File: src/hdl/rsl_pkg.sv
package rsl_pkg;
  // ----------------------------------------
  // widths
  // ----------------------------------------
  localparam int PC_W   = 13;
  // one bit above the eight word slots so the cause word has a home
  localparam int ADR_W  = 6;
  localparam int NEV    = 6;
  // ----------------------------------------
  // register byte addresses
  // ----------------------------------------
  localparam logic [ADR_W-1:0] ADR_PC     = 6'h00;
  localparam logic [ADR_W-1:0] ADR_STATUS = 6'h04;
  localparam logic [ADR_W-1:0] ADR_PWR    = 6'h08;
  localparam logic [ADR_W-1:0] ADR_OPTION = 6'h0c;
  localparam logic [ADR_W-1:0] ADR_PORT_B_DIRECTION  = 6'h10;
  localparam logic [ADR_W-1:0] ADR_IRQCTL = 6'h14;
  localparam logic [ADR_W-1:0] ADR_PIRQ   = 6'h18;
  localparam logic [ADR_W-1:0] ADR_CTRL   = 6'h1c;
  localparam logic [ADR_W-1:0] ADR_CAUSE  = 6'h20;
  // ----------------------------------------
  // field positions
  // ----------------------------------------
  localparam int ST_TO      = 4;
  localparam int ST_PD      = 3;
  localparam int PW_PER     = 2;
  localparam int PW_POR     = 1;
  localparam int PW_BOR     = 0;
  localparam int IC_GIE     = 7;
  localparam int IC_WDWAKE  = 2;
  localparam int IC_PINCHG  = 0;
  localparam int PI_WAKE    = 0;
  localparam int CT_SLEEP   = 0;
  // event input index
  localparam int EV_POR = 0;
  localparam int EV_BOR = 1;
  localparam int EV_PER = 2;
  localparam int EV_EXT = 3;
  localparam int EV_WDT = 4;
  localparam int EV_IRQ = 5;
  // ----------------------------------------
  // load values and masks
  // ----------------------------------------
  localparam logic [PC_W-1:0] PC_RESET   = 13'h0000;
  localparam logic [PC_W-1:0] PC_ONE     = 13'h0001;
  localparam logic [PC_W-1:0] IRQ_VECTOR = 13'h0004;
  localparam logic [2:0]      ST_UP_CLR  = 3'h0;
  localparam logic [7:0]      OPT_RESET  = 8'hff;
  localparam logic [7:0]      TRIS_RESET = 8'hff;
  localparam logic [6:0]      IC_CLR     = 7'h00;
  localparam logic [7:0]      PWR_MASK   = 8'h07;
  localparam logic [7:0]      PIRQ_MASK  = 8'h01;
  localparam logic [7:0]      CTRL_MASK  = 8'h01;
  // last load cause, one-hot
  typedef enum logic [6:0] {
    RSL_C_POR  = 7'h01,
    RSL_C_BOR  = 7'h02,
    RSL_C_PER  = 7'h04,
    RSL_C_EXT  = 7'h08,
    RSL_C_WDR  = 7'h10,
    RSL_C_WDW  = 7'h20,
    RSL_C_IRQ  = 7'h40
  } rsl_cause_t;
endpackage

File: src/hdl/rsl_reset_loader.sv
`timescale 1ns/10ps
`default_nettype none
// Operation
// [RQ1] power-on: pc zero, status 0001 1xxx
// [RQ2] pin reset running: pc zero, upper status cleared
// [RQ3] pin reset asleep: timeout one, powerdown zero
// [RQ4] interrupt wake: pc plus one, to=1, pd=0
// [RQ5] wake with irq enable: pc to vector
// [RQ6] wake leaves source flag, rest kept
// [RQ7] por/bor/parity: pc, option, direction, irq control
// [RQ8] to/pd follow the specific cause
// [RQ9] unimplemented bits read zero; unchanged bits kept
// [RQ10] power-on always sets timeout flag
// [RQ11] power-on always sets powerdown flag
// [RQ12] parity flag set on por/bor, cleared on parity
// [RQ13] watchdog reset to=0 pd=1; wake both zero
module rsl_reset_loader
  import rsl_pkg::*;
(
  input  wire logic             CLK_SYS_I,
  input  wire logic             RSTN_I,
  input  wire logic             WB_CYC_I,
  input  wire logic             WB_STB_I,
  input  wire logic             WB_WE_I,
  input  wire logic [ADR_W-1:0] WB_ADR_I,
  input  wire logic [3:0]       WB_SEL_I,
  input  wire logic [31:0]      WB_DAT_I,
  output var  logic [31:0]      WB_DAT_O,
  output var  logic             WB_ACK_O,
  input  wire logic             POR_I,
  input  wire logic             BOR_I,
  input  wire logic             PARITY_ERR_I,
  input  wire logic             EXTERNAL_RESET_PIN_N_I,
  input  wire logic             WATCHDOG_TIMER_I,
  input  wire logic             PERIPH_IRQ_I,
  output var  logic [PC_W-1:0]  PC_O,
  output var  logic [7:0]       STATUS_O,
  output var  logic             SLEEP_O,
  output var  logic             LOAD_O
);
  // ----------------------------------------
  // reset release
  // ----------------------------------------
  logic rst_s1_q;
  logic rst_n;
  // async assert, release through two stages
  always_ff @(posedge CLK_SYS_I or negedge RSTN_I) begin
    if (!RSTN_I) begin
      rst_s1_q <= 1'b0;
      rst_n    <= 1'b0;
    end else begin
      rst_s1_q <= 1'b1;
      rst_n    <= rst_s1_q;
    end
  end

  // ----------------------------------------
  // event synchronisers
  // ----------------------------------------
  logic [NEV-1:0] ev_raw;
  logic [NEV-1:0] ev_rise;
  // pin is active low, so invert it to an assertion level
  assign ev_raw = {PERIPH_IRQ_I, WATCHDOG_TIMER_I, ~EXTERNAL_RESET_PIN_N_I,
                   PARITY_ERR_I, BOR_I, POR_I};

  genvar gi;
  generate
    for (gi = 0; gi < NEV; gi++) begin : g_sync
      logic s1_q;
      logic s2_q;
      logic s3_q;
      // third stage only feeds the edge detector, never the first
      always_ff @(posedge CLK_SYS_I or negedge rst_n) begin
        if (!rst_n) begin
          s1_q <= 1'b0;
          s2_q <= 1'b0;
          s3_q <= 1'b0;
        end else begin
          s1_q <= ev_raw[gi];
          s2_q <= s1_q;
          s3_q <= s2_q;
        end
      end
      assign ev_rise[gi] = s2_q & ~s3_q;
    end
  endgenerate

  // ----------------------------------------
  // registers
  // ----------------------------------------
  logic [PC_W-1:0] pc_q, pc_d;
  logic [7:0]      st_q, st_d;
  logic [7:0]      pwr_q, pwr_d;
  logic [7:0]      opt_q, opt_d;
  logic [7:0]      port_b_direction_q, port_b_direction_d;
  logic [7:0]      ic_q, ic_d;
  logic [7:0]      pirq_q, pirq_d;
  logic            sleep_q, sleep_d;
  logic            boot_q;
  logic            load_q;
  rsl_cause_t      cause_q, cause_d;
  logic            ack_q;
  logic [31:0]     dat_q;

  // ----------------------------------------
  // cause priority
  // ----------------------------------------
  logic evt_por, tk_por, tk_bor, tk_per, tk_ext, tk_wdt, tk_irq;
  logic any_hi, wdt_wake, irq_wake, ext_sleep;
  // first cycle after release counts as a power-on event
  assign evt_por   = ev_rise[EV_POR] | boot_q;
  assign tk_por    = evt_por;
  assign tk_bor    = ev_rise[EV_BOR] & ~tk_por;
  assign tk_per    = ev_rise[EV_PER] & ~tk_por & ~tk_bor;
  assign any_hi    = tk_por | tk_bor | tk_per;
  assign tk_ext    = ev_rise[EV_EXT] & ~any_hi;
  assign tk_wdt    = ev_rise[EV_WDT] & ~any_hi & ~tk_ext;
  assign tk_irq    = ev_rise[EV_IRQ] & ~any_hi & ~tk_ext & ~tk_wdt;
  assign ext_sleep = tk_ext & sleep_q;
  assign wdt_wake  = tk_wdt & sleep_q;
  assign irq_wake  = tk_irq & sleep_q;

  // ----------------------------------------
  // bus decode
  // ----------------------------------------
  logic        wb_req, wr_fire, wr_lo, wr_hi;
  logic        sel_pc, sel_st, sel_pw, sel_op, sel_tb, sel_ic, sel_pi, sel_ct;
  logic        sel_cause;
  logic [31:0] rd_data;
  assign wb_req  = WB_CYC_I & WB_STB_I;
  // write lands on the edge where the master samples ack
  assign wr_fire = wb_req & WB_WE_I & ack_q;
  assign wr_lo   = wr_fire & WB_SEL_I[0];
  assign wr_hi   = wr_fire & WB_SEL_I[1];
  assign sel_pc  = (WB_ADR_I == ADR_PC);
  assign sel_st  = (WB_ADR_I == ADR_STATUS);
  assign sel_pw  = (WB_ADR_I == ADR_PWR);
  assign sel_op  = (WB_ADR_I == ADR_OPTION);
  assign sel_tb  = (WB_ADR_I == ADR_PORT_B_DIRECTION);
  assign sel_ic  = (WB_ADR_I == ADR_IRQCTL);
  assign sel_pi  = (WB_ADR_I == ADR_PIRQ);
  assign sel_ct  = (WB_ADR_I == ADR_CTRL);
  assign sel_cause = (WB_ADR_I == ADR_CAUSE);

  // read mux; unmapped and unimplemented bits read zero
  always_comb begin
    if (sel_pc) begin
      rd_data = {19'h0, pc_q};
    end else if (sel_st) begin
      rd_data = {24'h0, st_q};
    end else if (sel_pw) begin
      rd_data = {24'h0, pwr_q & PWR_MASK}; // RQ9
    end else if (sel_op) begin
      rd_data = {24'h0, opt_q};
    end else if (sel_tb) begin
      rd_data = {24'h0, port_b_direction_q};
    end else if (sel_ic) begin
      rd_data = {24'h0, ic_q};
    end else if (sel_pi) begin
      rd_data = {24'h0, pirq_q & PIRQ_MASK}; // RQ9
    end else if (sel_ct) begin
      rd_data = {31'h0, sleep_q};
    end else if (sel_cause) begin
      rd_data = {25'h0, cause_q};
    end else begin
      rd_data = 32'h0;
    end
  end

  // ----------------------------------------
  // next state: software writes, then loads
  // ----------------------------------------
  // loads come last so a cause event wins over a same-cycle write
  always_comb begin
    pc_d    = pc_q;
    st_d    = st_q;
    pwr_d   = pwr_q;
    opt_d   = opt_q;
    port_b_direction_d = port_b_direction_q;
    ic_d    = ic_q;
    pirq_d  = pirq_q;
    sleep_d = sleep_q;
    cause_d = cause_q;
    if (wr_lo && sel_pc) pc_d[7:0] = WB_DAT_I[7:0];
    if (wr_hi && sel_pc) pc_d[PC_W-1:8] = WB_DAT_I[PC_W-1:8];
    if (wr_lo && sel_st) st_d = WB_DAT_I[7:0];
    if (wr_lo && sel_pw) pwr_d = WB_DAT_I[7:0] & PWR_MASK; // RQ9
    if (wr_lo && sel_op) opt_d = WB_DAT_I[7:0];
    if (wr_lo && sel_tb) port_b_direction_d = WB_DAT_I[7:0];
    if (wr_lo && sel_ic) ic_d = WB_DAT_I[7:0];
    if (wr_lo && sel_pi) pirq_d = WB_DAT_I[7:0] & PIRQ_MASK; // RQ9
    if (wr_lo && sel_ct) sleep_d = WB_DAT_I[CT_SLEEP];
    // a request sets its flag even when not asleep; set beats a software clear, a hard load below clears it
    if (ev_rise[EV_IRQ]) pirq_d[PI_WAKE] = 1'b1; // RQ6
    if (any_hi) begin
      pc_d    = PC_RESET; // RQ7
      opt_d   = OPT_RESET; // RQ7
      port_b_direction_d = TRIS_RESET; // RQ7
      ic_d    = {IC_CLR, ic_q[IC_PINCHG]}; // RQ7
      pirq_d  = 8'h00;
      sleep_d = 1'b0;
    end
    if (tk_por) begin
      st_d = {ST_UP_CLR, 1'b1, 1'b1, st_q[2:0]}; // RQ1 RQ10 RQ11
      pwr_d[PW_PER] = 1'b1; // RQ12
      pwr_d[PW_POR] = 1'b0;
      cause_d = RSL_C_POR;
    end else if (tk_bor) begin
      st_d = {ST_UP_CLR, 1'b1, 1'b1, st_q[2:0]}; // RQ8
      pwr_d[PW_PER] = 1'b1; // RQ12
      pwr_d[PW_BOR] = 1'b0;
      cause_d = RSL_C_BOR;
    end else if (tk_per) begin
      st_d = {st_q[7:5], 1'b1, 1'b0, st_q[2:0]}; // RQ8
      pwr_d[PW_PER] = 1'b0; // RQ12
      cause_d = RSL_C_PER;
    end else if (tk_ext || (tk_wdt && !sleep_q)) begin
      pc_d    = PC_RESET;
      opt_d   = OPT_RESET;
      port_b_direction_d = TRIS_RESET;
      ic_d    = {IC_CLR, ic_q[IC_PINCHG]};
      sleep_d = 1'b0;
      if (ext_sleep) begin
        st_d = {ST_UP_CLR, 1'b1, 1'b0, st_q[2:0]}; // RQ3
        cause_d = RSL_C_EXT;
      end else if (tk_ext) begin
        st_d = {ST_UP_CLR, st_q[4:0]}; // RQ2
        cause_d = RSL_C_EXT;
      end else begin
        st_d = {ST_UP_CLR, 1'b0, 1'b1, st_q[2:0]}; // RQ13
        cause_d = RSL_C_WDR;
      end
    end else if (wdt_wake) begin
      pc_d = pc_q + PC_ONE; // RQ13
      st_d = {st_q[7:5], 1'b0, 1'b0, st_q[2:0]}; // RQ8
      ic_d[IC_WDWAKE] = 1'b1; // RQ6
      sleep_d = 1'b0;
      cause_d = RSL_C_WDW;
    end else if (irq_wake) begin
      // vector only when the global enable is on
      pc_d = ic_q[IC_GIE] ? IRQ_VECTOR : pc_q + PC_ONE; // RQ4 RQ5
      st_d = {st_q[7:5], 1'b1, 1'b0, st_q[2:0]}; // RQ4
      sleep_d = 1'b0;
      cause_d = RSL_C_IRQ;
    end
  end

  // ----------------------------------------
  // state flops
  // ----------------------------------------
  always_ff @(posedge CLK_SYS_I or negedge rst_n) begin
    if (!rst_n) begin
      pc_q    <= PC_RESET;
      st_q    <= 8'h00;
      pwr_q   <= 8'h00;
      opt_q   <= OPT_RESET;
      port_b_direction_q <= TRIS_RESET;
      ic_q    <= 8'h00;
      pirq_q  <= 8'h00;
      sleep_q <= 1'b0;
      cause_q <= RSL_C_POR;
      boot_q  <= 1'b1;
    end else begin
      pc_q    <= pc_d;
      st_q    <= st_d;
      pwr_q   <= pwr_d;
      opt_q   <= opt_d;
      port_b_direction_q <= port_b_direction_d;
      ic_q    <= ic_d;
      pirq_q  <= pirq_d;
      sleep_q <= sleep_d;
      cause_q <= cause_d;
      boot_q  <= 1'b0;
    end
  end

  // bus answer one cycle after the request, then drop
  always_ff @(posedge CLK_SYS_I or negedge rst_n) begin
    if (!rst_n) begin
      ack_q  <= 1'b0;
      dat_q  <= 32'h0;
      load_q <= 1'b0;
    end else begin
      ack_q  <= wb_req & ~ack_q;
      dat_q  <= (wb_req & ~ack_q) ? rd_data : 32'h0;
      load_q <= any_hi | tk_ext | tk_wdt | irq_wake;
    end
  end

  assign WB_ACK_O = ack_q;
  assign WB_DAT_O = dat_q;
  assign PC_O     = pc_q;
  assign STATUS_O = st_q;
  assign SLEEP_O  = sleep_q;
  assign LOAD_O   = load_q;
endmodule // rsl_reset_loader
`default_nettype wire

File: config.mk
export PLATFORM = sky130hd
export DESIGN_NAME = rsl_reset_loader
export DESIGN_NICKNAME = d
export VERILOG_FILES = /design/src/hdl/rsl_pkg.sv /design/src/hdl/rsl_reset_loader.sv
export SDC_FILE = /design/constraint.sdc
export NUM_CORES = 1
export LEC_CHECK = 0
export BUFFER_PORTS_ARGS = -buffer_cell sky130_fd_sc_hd__buf_4
export CAP_MARGIN = 20
export CORE_MARGIN = 2
export CORE_UTILIZATION = 57
export CTS_CLUSTER_DIAMETER = 60
export CTS_CLUSTER_SIZE = 25
export DETAILED_ROUTE_END_ITERATION = 10
export PLACE_DENSITY = 0.85
export REMOVE_ABC_BUFFERS = 1
export SYNTH_ARGS = -nofsm -noshare
export SYNTH_HDL_FRONTEND = slang
export SYNTH_SLANG_ARGS = --single-unit
File: constraint.sdc
create_clock -name CLK_SYS_I -period 9 [get_ports CLK_SYS_I]
set_clock_uncertainty 0.2 [all_clocks]
set_input_delay 0.9 -clock CLK_SYS_I [delete_from_list [all_inputs] [get_ports CLK_SYS_I]]
set_output_delay 0.9 -clock CLK_SYS_I [all_outputs]
set_load 0.01 [all_outputs]
Word-level counts from Yosys, hierarchy flattened
Cells that the tools add are included.

operators by class
  add/sub/neg operators = 1
  reduce and logical (&&, ||, !) cells = 22
  equality and inequality tests = 13
  muxes and demuxes = 76
  bitwise operators = 47

operators with widths
  kind                                                                     count
  8-bit two-way mux                                                        30
  13-bit two-way mux                                                       9
  7-bit two-way mux                                                        9
  32-bit two-way mux                                                       1
  5-bit two-way mux                                                        6
  1-bit AND                                                                24
  6-bit by 5-bit equality test with 1-bit output, second input constant    4
  1-bit two-way mux                                                        19
  1-bit NOT                                                                17
  13-bit by 1-bit adder with 13-bit output, second input constant          1
  6-bit by 4-bit equality test with 1-bit output, second input constant    2
  1-bit logical AND                                                        10
  4-bit by 3-bit inequality test with 1-bit output, second input constant  2
  4-bit nonzero test                                                       2
  7-bit AND reduction                                                      1
  7-bit nonzero test                                                       1
  6-bit by 3-bit equality test with 1-bit output, second input constant    1
  6-bit equality test, second input constant                               1
  6-bit logical NOT                                                        1
  6-bit inequality test, second input constant                             1
  1-bit bitwise OR                                                         6
  6-bit nonzero test                                                       1
  4-bit inequality test, second input constant                             1
  4-bit AND reduction                                                      1
  8 further kinds                                                          8

word-level totals
  output and inout port bits = 56
  bits of input ports = 53
  logic and storage cells = 197
  flip-flop bits (word level) = 112

Longest topological paths before layout
  depth in word-level cells = 21
  mapped depth = 8
  depth with buffers taken out = 6

Least setup slack after synthesis
Ideal clock, no wire load.

  kind = input-to-reg
  start point = input WB_ADR_I[1]
  end point = register pc_q[8] (netlist: PC_O[8])
  library setup time = 0.126 ns
  data arrival time = 2.718 ns
  setup slack = 5.956 ns
  stages = 7
  required time = 8.674 ns
  buffers on the path = 2
  cells stage by stage = or4_1 buf_2 or4_1 buf_2 nor3b_1 o21bai_1 a221o_1

on the way
  longest elaborated chain between the ends = 10

RTL lines
  what                    RTL line                 source
  start, declared         rsl_reset_loader.sv:25   input wire logic [ADR_W-1:0] WB_ADR_I,
  6-bit logical NOT (*)   rsl_reset_loader.sv:135  assign sel_pc = (WB_ADR_I == ADR_PC);
  1-bit logical AND (*)   rsl_reset_loader.sv:185  if (wr_hi && sel_pc) pc_d[PC_W-1:8] = WB_DAT_I[PC_W-1:8];
  5-bit two-way mux (*)   rsl_reset_loader.sv:185
  13-bit two-way mux (*)  rsl_reset_loader.sv:195  if (any_hi) begin
  13-bit two-way mux      rsl_reset_loader.sv:239  end else if (irq_wake) begin
  13-bit two-way mux      rsl_reset_loader.sv:233  end else if (wdt_wake) begin
  13-bit two-way mux      rsl_reset_loader.sv:217  end else if (tk_ext || (tk_wdt && !sleep_q)) begin
  13-bit two-way mux      rsl_reset_loader.sv:213  end else if (tk_per) begin
  13-bit two-way mux      rsl_reset_loader.sv:208  end else if (tk_bor) begin
  13-bit two-way mux (*)  rsl_reset_loader.sv:203  if (tk_por) begin
  named net pc_d[8]       rsl_reset_loader.sv:91   logic [PC_W-1:0] pc_q, pc_d;
  end signal, assigned    rsl_reset_loader.sv:264  pc_q <= pc_d;
  end, declared           rsl_reset_loader.sv:91

Mark *: on every way through the listed nets, which the timed path passes. The rest lies on a longest branch.
A chain may end at the register's enable or synchronous reset.

Final worst setup path
  start point = register g_sync[2].s2_q
  end point = register st_q[2] (netlist: STATUS_O[2])

on the way
  longest elaborated chain between the ends = 13
  elaborated cells on any way between the ends = 23
  those cells by class = mux (1); bitwise (19); reduce/logical (3)

RTL lines
  what                           RTL line                                                                   source
  start, declared                rsl_reset_loader.sv:70                                                     logic s2_q;
  start signal, assigned         rsl_reset_loader.sv:80                                                     s2_q <= s1_q;
  1-bit AND (*)                  rsl_reset_loader.sv:84                                                     assign ev_rise[gi] = s2_q & ~s3_q;
  1-bit AND (*) (2 in series)    rsl_reset_loader.sv:114                                                    assign tk_per = ev_rise[EV_PER] & ~tk_por & ~tk_bor;
  1-bit bitwise OR               rsl_reset_loader.sv:115                                                    assign any_hi = tk_por | tk_bor | tk_per;
  1-bit NOT                      rsl_reset_loader.sv:116, rsl_reset_loader.sv:117, rsl_reset_loader.sv:118
  1-bit AND                      rsl_reset_loader.sv:116                                                    assign tk_ext = ev_rise[EV_EXT] & ~any_hi;
  1-bit NOT                      rsl_reset_loader.sv:117, rsl_reset_loader.sv:118
  1-bit AND                      rsl_reset_loader.sv:117                                                    assign tk_wdt = ev_rise[EV_WDT] & ~any_hi & ~tk_ext;
  1-bit NOT                      rsl_reset_loader.sv:118                                                    assign tk_irq = ev_rise[EV_IRQ] & ~any_hi & ~tk_ext & ~tk_wdt;
  1-bit AND                      rsl_reset_loader.sv:118
  1-bit AND                      rsl_reset_loader.sv:121                                                    assign irq_wake = tk_irq & sleep_q;
  1-bit NOT (no line)            n/a
  7-bit AND reduction (no line)  n/a
  end signal, assigned           rsl_reset_loader.sv:265                                                    st_q <= st_d;
  end, declared                  rsl_reset_loader.sv:92                                                     logic [7:0] st_q, st_d;

Mark *: on every way between the ends. The rest lies on a longest branch, timed or not.

==> flow_summary_export.csv <==
group,metric,value,unit
sta,relSlewSlack,0.368,
floorplan,num_io_pins,109,
cells_and_area,fillers,608,
logic_synthesis,syn_area,4390,um2
cts,cts.path.max_buffers,2,
cts,clock_latency,0.36,ns
drt,highest_layer,"met4",
cts,h-tree-depth,3,
cells_and_area,diodes,0,
logic_synthesis,ys_types,49,
min_path,min_path_type,"flop to asynchronous set/reset pin",
logic_synthesis,syn_avg_cell_area,9.92,um2
drt,drt-pass1-iter-count,5,
global_routing,grt_pass1_wl,17.8,mm
floorplan,die_h,91.8,um
global_routing,antenna_found_initial,0,
logic_synthesis,synth_edf_count,0,
worst_setup_path,endpoint_kind,"flop",
cts,clkTransAtPathRegs,0.09,ns
drt,vias_per_cell,6.11,
worst_setup_path,reg2reg_setup_slack,5.39,ns
sta,holdWs,0.0590,ns
floorplan,core-area,7610,um2
worst_setup_path,r2r-end,"STATUS_O[2]",
worst_setup_path,cpPeakStageDelay,0.76,ns
drt,dr_wl_met3,861,um
sta,post-route-min-period,3.61,ns
logic_synthesis,syn_inst,443,
global_routing,grt_max_degree,63,
placement,post-dp-hpwl,7.89,mm
global_routing,grtUsageTotal,0.269,
worst_setup_path,reg2reg_depth,6,
drt,wl_met1,4.52,mm
worst_setup_path,cp_cell_sequence,"nor2b_1 -> or4_1 -> nor2_1 -> inv_1 -> nor2_2 -> mux2_2",
logic_synthesis,seq_area_frac_synth,0.535,
worst_setup_path,critPathTopFamily,"simple AND/OR/NAND/NOR gates",
floorplan,initial_core_util,0.577,
placement,dpl_cell_area,4920,um2
sta,rsz0062_at_grt,"no",
sta,setup_viol,0,
cts,cts_root_buf,"clkbuf_8",
global_routing,grt-ovfl-total,0,
drt,drcViolationCount,0,
worst_setup_path,crit_arrival,3.67,ns
cts,cts.sinks,93,
floorplan,placementRows,32,
floorplan,die_width,91.8,um
worst_setup_path,cp_num_buf_inv,1,
sta,setup_tns,0,ns
logic_synthesis,async_reset_ff_frac,1.00,
sta,max_slew.worst_pin.slew,0.940,ns
placement,post-place-ws,5.40,ns
cts,cts_tree,"done",
logic_synthesis,yosysWarnings,0,
drt,routed_wl,11.0,mm
cells_and_area,nets,561,
drt,ant_nets,0,
worst_setup_path,required,9.05,ns
pwr,power_density,155,nW/um2
sta,fmaxAchievable,277,MHz
drt,vias,3751,
cells_and_area,area_growth,17.0,%
pwr,cellLeakagePower,2.37,nW
sta,drv_slew,0,
cts,cts_setup_buffers,0,
status,status,"completed",
cells_and_area,drive_gt1_frac,0.238,
floorplan,dieArea,8430,um2
sta,setup_ws,5.39,ns
sta,post-route-period-util,0.402,
worst_setup_path,rr_startpoint,"g_sync[2].s2_q",
worst_setup_path,cpMaxStageDelayCell,"or4_1",
worst_setup_path,worstSetupPathType,"flop to flop",
pwr,ir_drop,97.6,uV
cells_and_area,layout_common_cells,"74 x dfrtp_1, 71 x buf_4, 59 x nand2_1",
logic_synthesis,synth_seq_cells,93,
placement,port_buffers,68,
logic_synthesis,ys.flop_type,"dfrtp_1",
worst_setup_path,start_kind,"flop",
cells_and_area,fin_area,5140,um2
cts,cts_hold_buf,0,
cts,cts_resized,0,
global_routing,grt_pass1_vias,3465,
worst_setup_path,crit_fanout,15,
drt,dr_wl_met2,5.38,mm
cells_and_area,final_common_cell,"dfrtp_1",
cts,cts_buffers,9,
drt,wl_per_cell,17.9,um
drt,drt_iter0_drc,328,
sta,hold_violations,0,
placement,gp_congestion,0.930,
job,maxCapViolations,0,
-- synth_stat cells, types with 6 or more instances --
library cell,count,area [um2]
mux2_2,6,67.6
inv_1,8,30.0
buf_2,7,35.0
nand2_1,59,221
dfstp_2,18,473
o22ai_1,7,43.8
nand3_1,35,175
dfrtp_1,75,1880
and2_1,7,43.8
nand4_1,6,37.5
mux2i_1,15,150
a22o_1,6,52.6
nor2b_1,8,50.1
buf_4,19,143
o21ai_0,15,75.1
nand2b_1,6,37.5
a21oi_1,29,145
nor4_1,8,50.1
nor2_1,22,82.6
nor3_1,12,60.1
clkbuf_1,10,37.5
-- worst register-to-register path: stages (launching register included) --
cell and delay, ns:
dfrtp_1 0.40, nor2b_1 0.19, or4_1 0.76, nor2_1 0.73, inv_1 0.41, nor2_2 0.43, mux2_2 0.39
-- layer usage --
| metal | global-route usage | vias to the layer above |
|---|---|---|
| met3 | 0.0353 | 28 |
| met2 | 0.436 | 215 |
| met4 | 0.0908 | 0 |
| li1 | - | 1673 |
| met5 | 0 | - |
| met1 | 0.378 | 1835 |
-- worst max path at each step --
stage                              start     endpoint  slack (ns)  cells past startpoint
after floorplan              WB_ADR_I[1]      PC_O[5]        5.33                      4
after global placement       WB_ADR_I[1]  STATUS_O[1]        5.43                      5
after detailed placement     WB_ADR_I[1]      PC_O[8]        5.40                      6
after CTS                 g_sync[2].s2_q  STATUS_O[2]        5.41                      6
after global routing      g_sync[2].s2_q  STATUS_O[2]        5.17                      6
final                     g_sync[2].s2_q  STATUS_O[2]        5.39                      6
-- flip-flops by register name (all words and copies together) (netlist names) --
register	flops
rst_n	1
g_sync.s2_q	6
port_b_direction_q	8
opt_q	8
ic_q	8
SLEEP_O	1
PC_O	13
LOAD_O	1
boot_q	1
WB_DAT_O	13
rst_s1_q	1
pirq_q	1
WB_ACK_O	1
g_sync.s3_q	6
cause_q	7
pwr_q	3
STATUS_O	8
g_sync.s1_q	6
-- stage by stage --
stage	instances	total power [mW]	util
2_1_floorplan	424	0.469	-
3_3_place_gp	597	0.498	0.647
3_5_place_dp	598	0.500	0.647
4_1_cts	614	0.798	0.676
5_1_grt	614	0.822	0.676
6_report	614	0.798	0.676
-- where the power goes --
part	total [mW]	switching (mW)	internal (mW)	leakage, nW
sequential	0.433	0.00679	0.426	1.17
combinational	0.0595	0.0385	0.0210	1.09
clock	0.305	0.151	0.155	0.113
total	0.798	0.196	0.602	2.37
-- area by class of cell --
class | instances | area, um2 | area share
Timing Repair Buffer | 72 | 538 | 0.105
Clock inverter | 4 | 51.3 | 0.00998
Tap cell | 102 | 128 | 0.0248
Clock buffer | 12 | 166 | 0.0324
Multi-Input combinational cell | 323 | 1870 | 0.365
Inverter | 8 | 30.0 | 0.00584
Sequential cell | 93 | 2350 | 0.458
-- cells by family (layout without fill, tap and decap cells) --
group / count (synthesis) / count (layout) / share of synthesized area
adders and majority gates: 1 / 1 / 0.00285
xor gates and xnor gates: 4 / 4 / 0.00797
buffers and inverters: 46 / 96 / 0.0575
DFF: 93 / 93 / 0.535
other: 2 / 21 / 0.00171
AOI/OAI and AO/OA: 91 / 91 / 0.136
muxes: 21 / 21 / 0.0496
and+or+nand+nor: 185 / 185 / 0.210
(Power assumes the default switching activity.)
